[config.mk]
export PLATFORM = sky130hd
export DESIGN_NAME = deep_sleep_status_control
export DESIGN_NICKNAME = d
export VERILOG_FILES = /design/src/logic/sleep_ctl_pkg.sv /design/src/logic/wake_latch.sv /design/src/logic/deep_sleep_status_control.sv
export SDC_FILE = /design/constraint.sdc
export NUM_CORES = 1
export LEC_CHECK = 0
export BUFFER_PORTS_ARGS = -buffer_cell sky130_fd_sc_hd__clkbuf_2
export CELL_PAD_IN_SITES_DETAIL_PLACEMENT = 0
export CELL_PAD_IN_SITES_GLOBAL_PLACEMENT = 1
export CORE_UTILIZATION = 32
export CTS_BUF_LIST = sky130_fd_sc_hd__clkbuf_8
export DETAILED_ROUTE_END_ITERATION = 8
export HOLD_SLACK_MARGIN = 0.08
export PLACE_DENSITY_LB_ADDON = 0.1
export SYNTH_ARGS = -nofsm -noshare
export SYNTH_HDL_FRONTEND = slang
export SYNTH_SLANG_ARGS = --single-unit
export TNS_END_PERCENT = 30
[constraint.sdc]
create_clock -name CLK -period 2.45 [get_ports CLK]
set_input_delay 0.245 -clock CLK [delete_from_list [all_inputs] [get_ports CLK]]
set_output_delay 0.245 -clock CLK [all_outputs]
set_load 0.005 [all_outputs]
[src/logic/sleep_ctl_pkg.sv]
package sleep_ctl_pkg;

  // ==========================================
  // Register map (word byte addresses)
  localparam logic [3:0] CONTROL_ADDR = 4'h0;
  localparam logic [3:0] WAKE_ADDR = 4'h4;
  localparam logic [3:0] RESET_CTL_ADDR = 4'h8;

  // ==========================================
  // Field positions
  localparam int ARM_BIT = 15;
  localparam int BROWNOUT_BIT = 1;
  localparam int RELEASE_BIT = 0;
  localparam int DEEP_FLAG_BIT = 10;
  localparam int POR_FLAG_BIT = 0;
  localparam int WAKE_INT_BIT = 8;
  localparam int WAKE_FLT_BIT = 7;
  localparam int WAKE_WDT_BIT = 4;
  localparam int WAKE_ALM_BIT = 3;
  localparam int WAKE_MASTER_CLEAR_PIN_BIT = 2;
  localparam int WAKE_POR_BIT = 0;
  localparam logic [15:0] WAKE_MASK = 16'h019d;

  // ==========================================
  // Reset values and timing
  localparam logic [15:0] CONTROL_RESET = 16'h0000;
  localparam logic [15:0] WAKE_RESET = 16'h0000;
  localparam int POR_SEQ_NS = 1000;
  localparam int CLK_NS = 25;
  localparam logic [7:0] POR_SEQ_CYCLES = 8'(POR_SEQ_NS / CLK_NS);

  // Wake events entering the block
  typedef struct packed {
    logic ext_int;
    logic fault;
    logic watchdog;
    logic alarm;
    logic master_clear;
    logic brownout;
  } wake_events_type;

  typedef enum logic [1:0] {RUN, DEEP, EXIT_SEQ} power_state_type;

endpackage

[src/logic/wake_latch.sv]
`timescale 1ns/1ps
// One sticky wake-source bit: hardware set wins over software clear
module wake_latch
(
  input wire logic CLK,
  input wire logic clr,
  input wire logic set,
  input wire logic wr,
  input wire logic wdata,
  output logic q
);
  logic q_reg;
  logic q_next;

  // ==========================================
  // Next value
  always_comb
  begin
    q_next = q_reg;
    if (clr)
      q_next = 1'b0;
    else if (set)
      q_next = 1'b1;
    else if (wr && !wdata)
      q_next = 1'b0;
  end

  always_ff @(posedge CLK)
  begin
    q_reg <= q_next;
  end

  assign q = q_reg;
endmodule

[src/logic/deep_sleep_status_control.sv]
`timescale 1ns/1ps
module deep_sleep_status_control
(
  input wire logic CLK,
  input wire logic SRST,
  input wire logic [3:0] AVS_ADDRESS,
  input wire logic AVS_READ,
  input wire logic AVS_WRITE,
  input wire logic [31:0] AVS_WRITEDATA,
  input wire logic [3:0] AVS_BYTEENABLE,
  output logic [31:0] AVS_READDATA,
  output logic AVS_WAITREQUEST,
  input wire logic SLEEP_REQ,
  input wire sleep_ctl_pkg::wake_events_type WAKE_IN,
  input wire logic POR_EVENT,
  output logic DEEP_SLEEP,
  output logic NORMAL_SLEEP,
  output logic PIN_HOLD
);
  import sleep_ctl_pkg::*;

  // SRST is the true power-on reset; it clears everything here except the power-on flag and AVS_WAITREQUEST, which it sets
  power_state_type state_reg, state_next;
  logic [7:0] seq_cnt_reg, seq_cnt_next;
  logic arm_reg, arm_next;
  logic brownout_reg, brownout_next;
  logic release_reg, release_next;
  logic deep_flag_reg, deep_flag_next;
  logic por_flag_reg, por_flag_next;
  logic [31:0] rdata_next;
  logic ack_reg, ack_next;
  logic norm_next;
  logic [15:0] wake_q;
  logic [15:0] wake_set;
  logic in_deep;
  logic wr_wake;

  function automatic logic hit(input logic [3:0] a, input logic [3:0] b);
    return a == b;
  endfunction

  assign in_deep = (state_reg == DEEP);
  // Only writes enabling both low byte lanes carry the 16-bit registers
  assign wr_wake = AVS_WRITE && !ack_reg && hit(AVS_ADDRESS, WAKE_ADDR) && (AVS_BYTEENABLE[1:0] == 2'h3);

  // ==========================================
  // Wake-source set terms
  always_comb
  begin
    wake_set = 16'h0000;
    wake_set[WAKE_INT_BIT] = in_deep && WAKE_IN.ext_int;
    wake_set[WAKE_FLT_BIT] = in_deep && WAKE_IN.fault;
    wake_set[WAKE_WDT_BIT] = in_deep && WAKE_IN.watchdog;
    wake_set[WAKE_ALM_BIT] = in_deep && WAKE_IN.alarm;
    wake_set[WAKE_MASTER_CLEAR_PIN_BIT] = in_deep && WAKE_IN.master_clear;
    wake_set[WAKE_POR_BIT] = POR_EVENT;
  end

  // ==========================================
  // Wake-source latches, one per implemented bit
  genvar g;
  generate
    for (g = 0; g < 16; g++)
    begin : gen_wake
      if (WAKE_MASK[g])
      begin : gen_bit
        wake_latch u_latch
        (
          .CLK(CLK),
          .clr(SRST),
          .set(wake_set[g]),
          .wr(wr_wake),
          .wdata(AVS_WRITEDATA[g]),
          .q(wake_q[g])
        );
      end
      else
      begin : gen_zero
        assign wake_q[g] = 1'b0;
      end
    end
  endgenerate

  // ==========================================
  // Power state and control bits
  always_comb
  begin
    state_next = state_reg;
    seq_cnt_next = seq_cnt_reg;
    arm_next = arm_reg;
    brownout_next = brownout_reg;
    release_next = release_reg;
    deep_flag_next = deep_flag_reg;
    por_flag_next = por_flag_reg || POR_EVENT;
    norm_next = 1'b0;
    case (state_reg)
      RUN:
      begin
        if (SLEEP_REQ && arm_reg)
        begin
          state_next = DEEP;
          deep_flag_next = 1'b1;
        end
        else if (SLEEP_REQ)
          norm_next = 1'b1;
      end
      DEEP:
      begin
        if (WAKE_IN.brownout)
          brownout_next = 1'b1;
        // Brown-out is not a wake term on purpose
        if (WAKE_IN.ext_int || WAKE_IN.fault || WAKE_IN.watchdog || WAKE_IN.alarm ||
            WAKE_IN.master_clear || POR_EVENT)
        begin
          state_next = EXIT_SEQ;
          seq_cnt_next = POR_SEQ_CYCLES;
          arm_next = 1'b0;
          release_next = 1'b1;
          por_flag_next = 1'b1;
        end
      end
      EXIT_SEQ:
      begin
        // Events other than POR_EVENT are dropped here since in_deep is low
        if (seq_cnt_reg == 8'h00)
          state_next = RUN;
        else
          seq_cnt_next = seq_cnt_reg - 8'h01;
      end
      default:
        state_next = RUN;
    endcase
    if (AVS_WRITE && !ack_reg && AVS_BYTEENABLE[1:0] == 2'h3 && state_reg == RUN)
    begin
      if (hit(AVS_ADDRESS, CONTROL_ADDR))
      begin
        arm_next = AVS_WRITEDATA[ARM_BIT];
        if (!AVS_WRITEDATA[RELEASE_BIT])
          release_next = 1'b0;
        if (!AVS_WRITEDATA[BROWNOUT_BIT])
          brownout_next = 1'b0;
      end
      if (hit(AVS_ADDRESS, RESET_CTL_ADDR))
      begin
        // Entry in the same cycle keeps the flag: hardware set wins over clear
        if (!AVS_WRITEDATA[DEEP_FLAG_BIT] && !(SLEEP_REQ && arm_reg))
          deep_flag_next = 1'b0;
        if (!AVS_WRITEDATA[POR_FLAG_BIT] && !POR_EVENT)
          por_flag_next = 1'b0;
      end
    end
  end

  // ==========================================
  // Bus answer: one wait cycle, then acknowledge
  always_comb
  begin
    ack_next = (AVS_READ || AVS_WRITE) && !ack_reg;
    rdata_next = 32'h0000_0000;
    if (AVS_READ && !ack_reg)
    begin
      if (hit(AVS_ADDRESS, CONTROL_ADDR))
      begin
        rdata_next[ARM_BIT] = arm_reg;
        rdata_next[BROWNOUT_BIT] = brownout_reg;
        rdata_next[RELEASE_BIT] = release_reg;
      end
      else if (hit(AVS_ADDRESS, WAKE_ADDR))
        rdata_next[15:0] = wake_q;
      else if (hit(AVS_ADDRESS, RESET_CTL_ADDR))
      begin
        rdata_next[DEEP_FLAG_BIT] = deep_flag_reg;
        rdata_next[POR_FLAG_BIT] = por_flag_reg;
      end
    end
  end

  // ==========================================
  // Registers; SRST clears the control bits, as do bus writes and, for arm, the wake exit
  always_ff @(posedge CLK)
  begin
    if (SRST)
    begin
      state_reg <= RUN;
      seq_cnt_reg <= 8'h00;
      arm_reg <= CONTROL_RESET[ARM_BIT];
      brownout_reg <= CONTROL_RESET[BROWNOUT_BIT];
      release_reg <= CONTROL_RESET[RELEASE_BIT];
      deep_flag_reg <= 1'b0;
      por_flag_reg <= 1'b1;
      ack_reg <= 1'b0;
      AVS_READDATA <= 32'h0000_0000;
      AVS_WAITREQUEST <= 1'b1;
      DEEP_SLEEP <= 1'b0;
      NORMAL_SLEEP <= 1'b0;
      PIN_HOLD <= 1'b0;
    end
    else
    begin
      state_reg <= state_next;
      seq_cnt_reg <= seq_cnt_next;
      arm_reg <= arm_next;
      brownout_reg <= brownout_next;
      release_reg <= release_next;
      deep_flag_reg <= deep_flag_next;
      por_flag_reg <= por_flag_next;
      ack_reg <= ack_next;
      AVS_READDATA <= rdata_next;
      AVS_WAITREQUEST <= !ack_next;
      DEEP_SLEEP <= (state_next == DEEP);
      NORMAL_SLEEP <= norm_next;
      PIN_HOLD <= release_next || (state_next == DEEP);
    end
  end

  // ==========================================
  // Entry and exit checks
  a_flag_on_entry: assert property (@(posedge CLK) disable iff (SRST)
    (state_reg == RUN && SLEEP_REQ && arm_reg) |=> deep_flag_reg && state_reg == DEEP)
    else $error("deep flag not set on entry");
  // Only a bus clear may drop the flag; leaving sleep must keep it for boot code
  a_flag_holds: assert property (@(posedge CLK) disable iff (SRST)
    (deep_flag_reg && !(AVS_WRITE && !ack_reg && hit(AVS_ADDRESS, RESET_CTL_ADDR))) |=> deep_flag_reg)
    else $error("deep flag lost without clear");
  a_arm_low_exit: assert property (@(posedge CLK) disable iff (SRST)
    (state_reg == EXIT_SEQ) |-> !arm_reg && !DEEP_SLEEP)
    else $error("arm set during exit");
  a_exit_clears_arm: assert property (@(posedge CLK) disable iff (SRST)
    (state_reg == DEEP ##1 state_reg == EXIT_SEQ) |-> !arm_reg && release_reg)
    else $error("arm not cleared on exit");
  a_por_flag_exit: assert property (@(posedge CLK) disable iff (SRST)
    (state_reg == DEEP ##1 state_reg == EXIT_SEQ) |-> por_flag_reg && deep_flag_reg)
    else $error("status flags wrong after exit");
  // The normal sleep strobe is registered, so it shows in the next cycle only
  a_normal_sleep: assert property (@(posedge CLK) disable iff (SRST)
    (state_reg == RUN && SLEEP_REQ && !arm_reg) |=> state_reg == RUN && NORMAL_SLEEP)
    else $error("normal sleep not taken");
  a_normal_no_deep: assert property (@(posedge CLK) disable iff (SRST)
    (state_reg == RUN && SLEEP_REQ && !arm_reg) |=> !DEEP_SLEEP)
    else $error("deep sleep taken while disarmed");

  // ==========================================
  // Wake-source checks
  a_int_sets: assert property (@(posedge CLK) disable iff (SRST)
    (in_deep && WAKE_IN.ext_int) |=> wake_q[WAKE_INT_BIT])
    else $error("interrupt bit not set");
  a_fault_sets: assert property (@(posedge CLK) disable iff (SRST)
    (in_deep && WAKE_IN.fault) |=> wake_q[WAKE_FLT_BIT])
    else $error("fault bit not set");
  a_wdt_sets: assert property (@(posedge CLK) disable iff (SRST)
    (in_deep && WAKE_IN.watchdog) |=> wake_q[WAKE_WDT_BIT])
    else $error("watchdog bit not set");
  a_alarm_sets: assert property (@(posedge CLK) disable iff (SRST)
    (in_deep && WAKE_IN.alarm) |=> wake_q[WAKE_ALM_BIT])
    else $error("alarm bit not set");
  a_master_clear_pin_sets: assert property (@(posedge CLK) disable iff (SRST)
    (in_deep && WAKE_IN.master_clear) |=> wake_q[WAKE_MASTER_CLEAR_PIN_BIT])
    else $error("master clear bit not set");
  a_por_sets: assert property (@(posedge CLK) disable iff (SRST)
    POR_EVENT |=> wake_q[WAKE_POR_BIT])
    else $error("power-on bit not set");
  a_int_only_deep: assert property (@(posedge CLK) disable iff (SRST)
    $rose(wake_q[WAKE_INT_BIT]) |-> $past(state_reg) == DEEP)
    else $error("wake bit set outside deep sleep");
  a_flt_only_deep: assert property (@(posedge CLK) disable iff (SRST)
    $rose(wake_q[WAKE_FLT_BIT]) |-> $past(state_reg) == DEEP)
    else $error("fault bit set outside deep sleep");
  a_other_only_deep: assert property (@(posedge CLK) disable iff (SRST)
    ($rose(wake_q[WAKE_WDT_BIT]) || $rose(wake_q[WAKE_ALM_BIT]) || $rose(wake_q[WAKE_MASTER_CLEAR_PIN_BIT])) |-> $past(state_reg) == DEEP)
    else $error("wake bit set outside deep sleep");
  a_wake_holds: assert property (@(posedge CLK) disable iff (SRST)
    (wake_q[WAKE_INT_BIT] && !wr_wake) |=> wake_q[WAKE_INT_BIT])
    else $error("wake bit lost without clear");

  // ==========================================
  // Exit sequence checks
  a_exit_seq_len: assert property (@(posedge CLK) disable iff (SRST)
    $rose(state_reg == EXIT_SEQ) |-> (state_reg == EXIT_SEQ)[*8])
    else $error("exit sequence too short");
  // Counter loads 40 and counts down to zero: 41 cycles in the exit sequence
  a_exit_seq_end: assert property (@(posedge CLK) disable iff (SRST)
    $rose(state_reg == EXIT_SEQ) |-> ##40 state_reg == EXIT_SEQ ##1 state_reg == RUN)
    else $error("exit sequence length wrong");
  // Late events must not leave a trace; only the supply bit may still rise
  a_exit_drops_events: assert property (@(posedge CLK) disable iff (SRST)
    (state_reg == EXIT_SEQ) |=> ((wake_q & ~$past(wake_q)) & 16'hfffe) == 16'h0000)
    else $error("wake event recorded during exit");
  a_exit_keeps_release: assert property (@(posedge CLK) disable iff (SRST)
    (state_reg == EXIT_SEQ) |=> release_reg && !arm_reg)
    else $error("control bits changed during exit");

  // ==========================================
  // Control bit and pin checks
  a_brownout_no_wake: assert property (@(posedge CLK) disable iff (SRST)
    (state_reg == DEEP && WAKE_IN.brownout && !WAKE_IN.ext_int && !WAKE_IN.fault && !WAKE_IN.watchdog &&
     !WAKE_IN.alarm && !WAKE_IN.master_clear && !POR_EVENT) |=> state_reg == DEEP && brownout_reg)
    else $error("brownout woke device");
  a_brownout_deep_only: assert property (@(posedge CLK) disable iff (SRST)
    $rose(brownout_reg) |-> $past(state_reg) == DEEP)
    else $error("brownout flag set outside deep sleep");
  a_release_hold: assert property (@(posedge CLK) disable iff (SRST)
    release_reg |-> PIN_HOLD)
    else $error("pins released while release set");
  a_pin_hold_deep: assert property (@(posedge CLK) disable iff (SRST)
    DEEP_SLEEP |-> PIN_HOLD)
    else $error("pins not held in deep sleep");
  a_unimpl_zero: assert property (@(posedge CLK) disable iff (SRST)
    (wake_q & ~WAKE_MASK) == 16'h0000 && AVS_READDATA[31:16] == 16'h0000)
    else $error("unimplemented bits nonzero");
  a_unimpl_ctl: assert property (@(posedge CLK) disable iff (SRST)
    (AVS_READ && !ack_reg && hit(AVS_ADDRESS, CONTROL_ADDR)) |=> AVS_READDATA[14:2] == 13'h0000)
    else $error("unimplemented control bits nonzero");
  a_unimpl_wake: assert property (@(posedge CLK) disable iff (SRST)
    (AVS_READ && !ack_reg && hit(AVS_ADDRESS, WAKE_ADDR)) |=> (AVS_READDATA[15:0] & ~WAKE_MASK) == 16'h0000)
    else $error("unimplemented wake bits nonzero");
endmodule

==> out/results.txt <==
The layout-stage area growth over the synthesis result was 16.1%. The worst-case IR drop observed on VDD is 0.000194 V. The tools report the sum of net half-perimeters after detailed placement as 2660 um. In this run the number of H-tree levels came out at 2. The flow ran to the end, and the final reports show no timing, DRC or antenna violations.

The wire length of the first global-routing pass is 5590 um, and the number of flops mapped to enable cells by yosys is 0. Derived from the worst setup path, the maximum achievable clock frequency is 518 MHz. By area the synthesized netlist is led by dfxtp_1, buf_4, a21oi_1. The height of the chip was 73.7 um; the number of nets with antenna violations after routing was 0.

The tools report the design area as 1910 um2. Fraction of layout cells with a size suffix above 1: 22.6%. For the number of global-route vias before repair, the log shows 1,244. The antenna diode instance count was 0; the clock insertion delay at the later pin of the skew report was 0.28 ns. TritonCTS built the clock tree. The count of cells in the finished layout, fillers not included, comes to 297. The setup check on the worst reg-to-reg path leaves a slack of 0.52 ns.

The reg-to-reg critical path startpoint was state_reg[1]. For this run, the leading register cell type out of synthesis is dfxtp_1. The transition at the pin with the smallest max-transition slack was 0.535 ns; the total count of hold-check failures in the final report was 0.

The buffer count from post-CTS setup fixing is 0. In this run, distinct cell masters in the synthesized netlist total 38. The placed instance count came out at 289. The worst path uses 78.8% of the clock period. The count of routing violations after the opening detailed-route iteration came out at 40. Of all flip-flops after synthesis, the portion carrying an async set or reset was 0%. The worst setup path is captured at a flip-flop. Number of clock buffers inserted by TritonCTS: 5. In this run the worst path has a maximum fanout of 16.

Counting along the longest clock path gives a buffer depth of 2. The number of cell instances on the worst register-to-register path is 6, and the data arrival time of the critical path is 2.14 ns. In this run the worst setup path begins at state_reg[1]. The total overflow left after global routing is 0. The logs give 0 for the max-cap check violation count and 21 for the pin count of the biggest net entering global routing. From left edge to right edge, the die measures 73.7 um.

Sequential fraction of the synthesis area: 42.7%. In the routed design, unresolved DRC markers number 0. For the total length of routed wires, the log shows 3430 um. After detailed routing, the average wire length per cell comes to 11.5 um. The run gives 0.00393 ns as the clock tree skew after final layout. By instance count, the leading cell after synthesis is dfxtp_1. Setup repair after global routing left no endpoint under its margin. The run gives 186 as the number of instances in the synthesized netlist. The die covers 5420 um2. For the number of antenna violations at the first check in global routing, the log shows 0.

By count the netlist is led by dfxtp_1, buf_4, a21oi_1. After clock tree synthesis, the clock-pin slew on the worst setup and hold paths is 0.07 ns. The setup TNS was 0 ns; the total iterations of the first detailed-routing run was 4.

After layout, the minimum clock period comes to 1.93 ns. The register with the most flip-flops in the layout has 9 of them. 88 I/O pins were placed.

The tools report the leakage power as 0.845 nW. After floorplanning, the core was sized to cover 4820 um2. The tools report the master cell of the clock root buffer as clkbuf_8. In this run the cell area of the synthesized design comes to 1640 um2. For the overall via count from detail_route, the log shows 1,404. STA classifies the critical path startpoint as a flip-flop. In this run the worst hold path is classified as input port to flip-flop. The number of gates given a new drive strength after cts came out at 0. Initial cell density of the core: 34.1%.

The congestion estimate from routability-driven global placement came to 0.776. Dividing total power by cell area gives a power density of 539 nW/um2. The worst pin sits at a relative slew slack of 64.1%. The synthesized design devotes to its leading area cell type 42.7% of total area. Setup violations remaining at the end of the flow were counted as 0.

The post-synthesis average cell area is 8.83 um2. Critical path class: flip-flop to flip-flop. Across every metal layer, demand over resource in global routing totals 13.7%. The tools report the reg-to-reg endpoint as seq_cnt_reg[3].

The logs give 25 for the row count and 0 for the count of hold-fix buffers inserted at cts. For the worst setup path, the data required time is 2.66 ns. For this run, the number of Yosys warnings is 0.

In this run the tool buffered the top-level ports with 39 buffer cells. The end point of the critical path is seq_cnt_reg[3]. The synthesized design contains 35 register bits. The number of nets in the finished design came out at 286.

The final max-slew violation count was 0; the number of clock sinks seen by CTS was 35. The instance area at placement was 1830 um2. Leading area contributor after synthesis: dfxtp_1. The number of vias per cell after detailed routing is 4.73.
==> routing by layer <==
layer / vias up / track usage [%] / routed length (um)
li1: 708 / - / -
met1: 641 / 17.4 / 1600
met2: 49 / 21.7 / 1560
met3: 6 / 3.57 / 189
met4: 0 / 6.41 / 70
met5: - / 0 / 0
==> worst max-delay path, stage by stage, from the launching register on <==
cell	delay [ns]
dfxtp_1	0.35
inv_1	0.09
ha_1	0.16
or3b_2	0.47
o21ai_2	0.43
o21ai_0	0.18
a31oi_1	0.18
==> cell families (layout without fill, tap and decap cells) <==
| group | after synthesis | in the layout | share of synthesized area, % |
|---|---|---|---|
| other cells | 1 | 23 | 0.228 |
| compound gates | 48 | 48 | 17.5 |
| fa+ha+maj | 5 | 5 | 3.81 |
| simple gates | 59 | 59 | 21.6 |
| buf+inv | 38 | 60 | 14.2 |
| flops | 35 | 35 | 42.7 |
==> per-stage QoR <==
step / power [mW] / utilization (%) / hold WS (ns) / setup slack [ns]
finish: 1.03 / 39.6 / 0.204 / 0.520
global route: 1.09 / 39.6 / 0.207 / 0.311
CTS: 1.05 / 39.6 / 0.196 / 0.532
detailed placement: 0.653 / 37.9 / 0.436 / 0.517
global placement: 0.652 / 37.9 / 0.427 / 0.585
floorplan: 0.644 / - / 0.337 / 0.630
==> layout make-up <==
cell class,count,area (um2)
Fill cell,523,2910
Inverter,11,41.3
Tap cell,67,83.8
Multi-Input combinational cell,135,791
Clock buffer,5,68.8
Sequential cell,35,701
Clock inverter,3,12.5
Timing Repair Buffer,41,210
==> cell usage in the layout, fill, tap and decap left out, types with 2 or more instances in the layout <==
cell and n:
clkbuf_2 39, conb_1 23, nand3_1 5, a21oi_1 16, inv_1 13, o21ai_0 12
ha_1 5, or4_1 8, o22ai_1 2, nor4_1 2, nor2_1 7, or3_1 4
a31oi_1 4, dfxtp_1 35, nand2_1 8, o31ai_1 6, nand2b_1 2, buf_4 2
o2bb2ai_1 2, clkbuf_8 5, nor3_1 3, and2_1 7, and3_1 4
==> worst min path at each step <==
stage	from	endpoint	slack, ns	cells past startpoint
global route	AVS_READ	ack_reg	0.21	2
global placement	gen_wake[4].gen_bit.u_latch.q	AVS_READDATA[4]	0.43	1
finish	WAKE_IN[3]	gen_wake[4].gen_bit.u_latch.q	0.20	3
floorplan	POR_EVENT	por_flag_reg	0.34	2
detailed placement	gen_wake[4].gen_bit.u_latch.q	AVS_READDATA[4]	0.44	1
CTS	WAKE_IN[3]	gen_wake[4].gen_bit.u_latch.q	0.20	3
==> power breakdown <==
| group | switching, mW | total [mW] | internal [mW] |
|---|---|---|---|
| clock | 0.196 | 0.387 | 0.191 |
| combinational | 0.0378 | 0.0637 | 0.0259 |
| sequential | 0.00221 | 0.577 | 0.574 |
| total | 0.237 | 1.03 | 0.791 |
(Power assumes the default switching activity.)
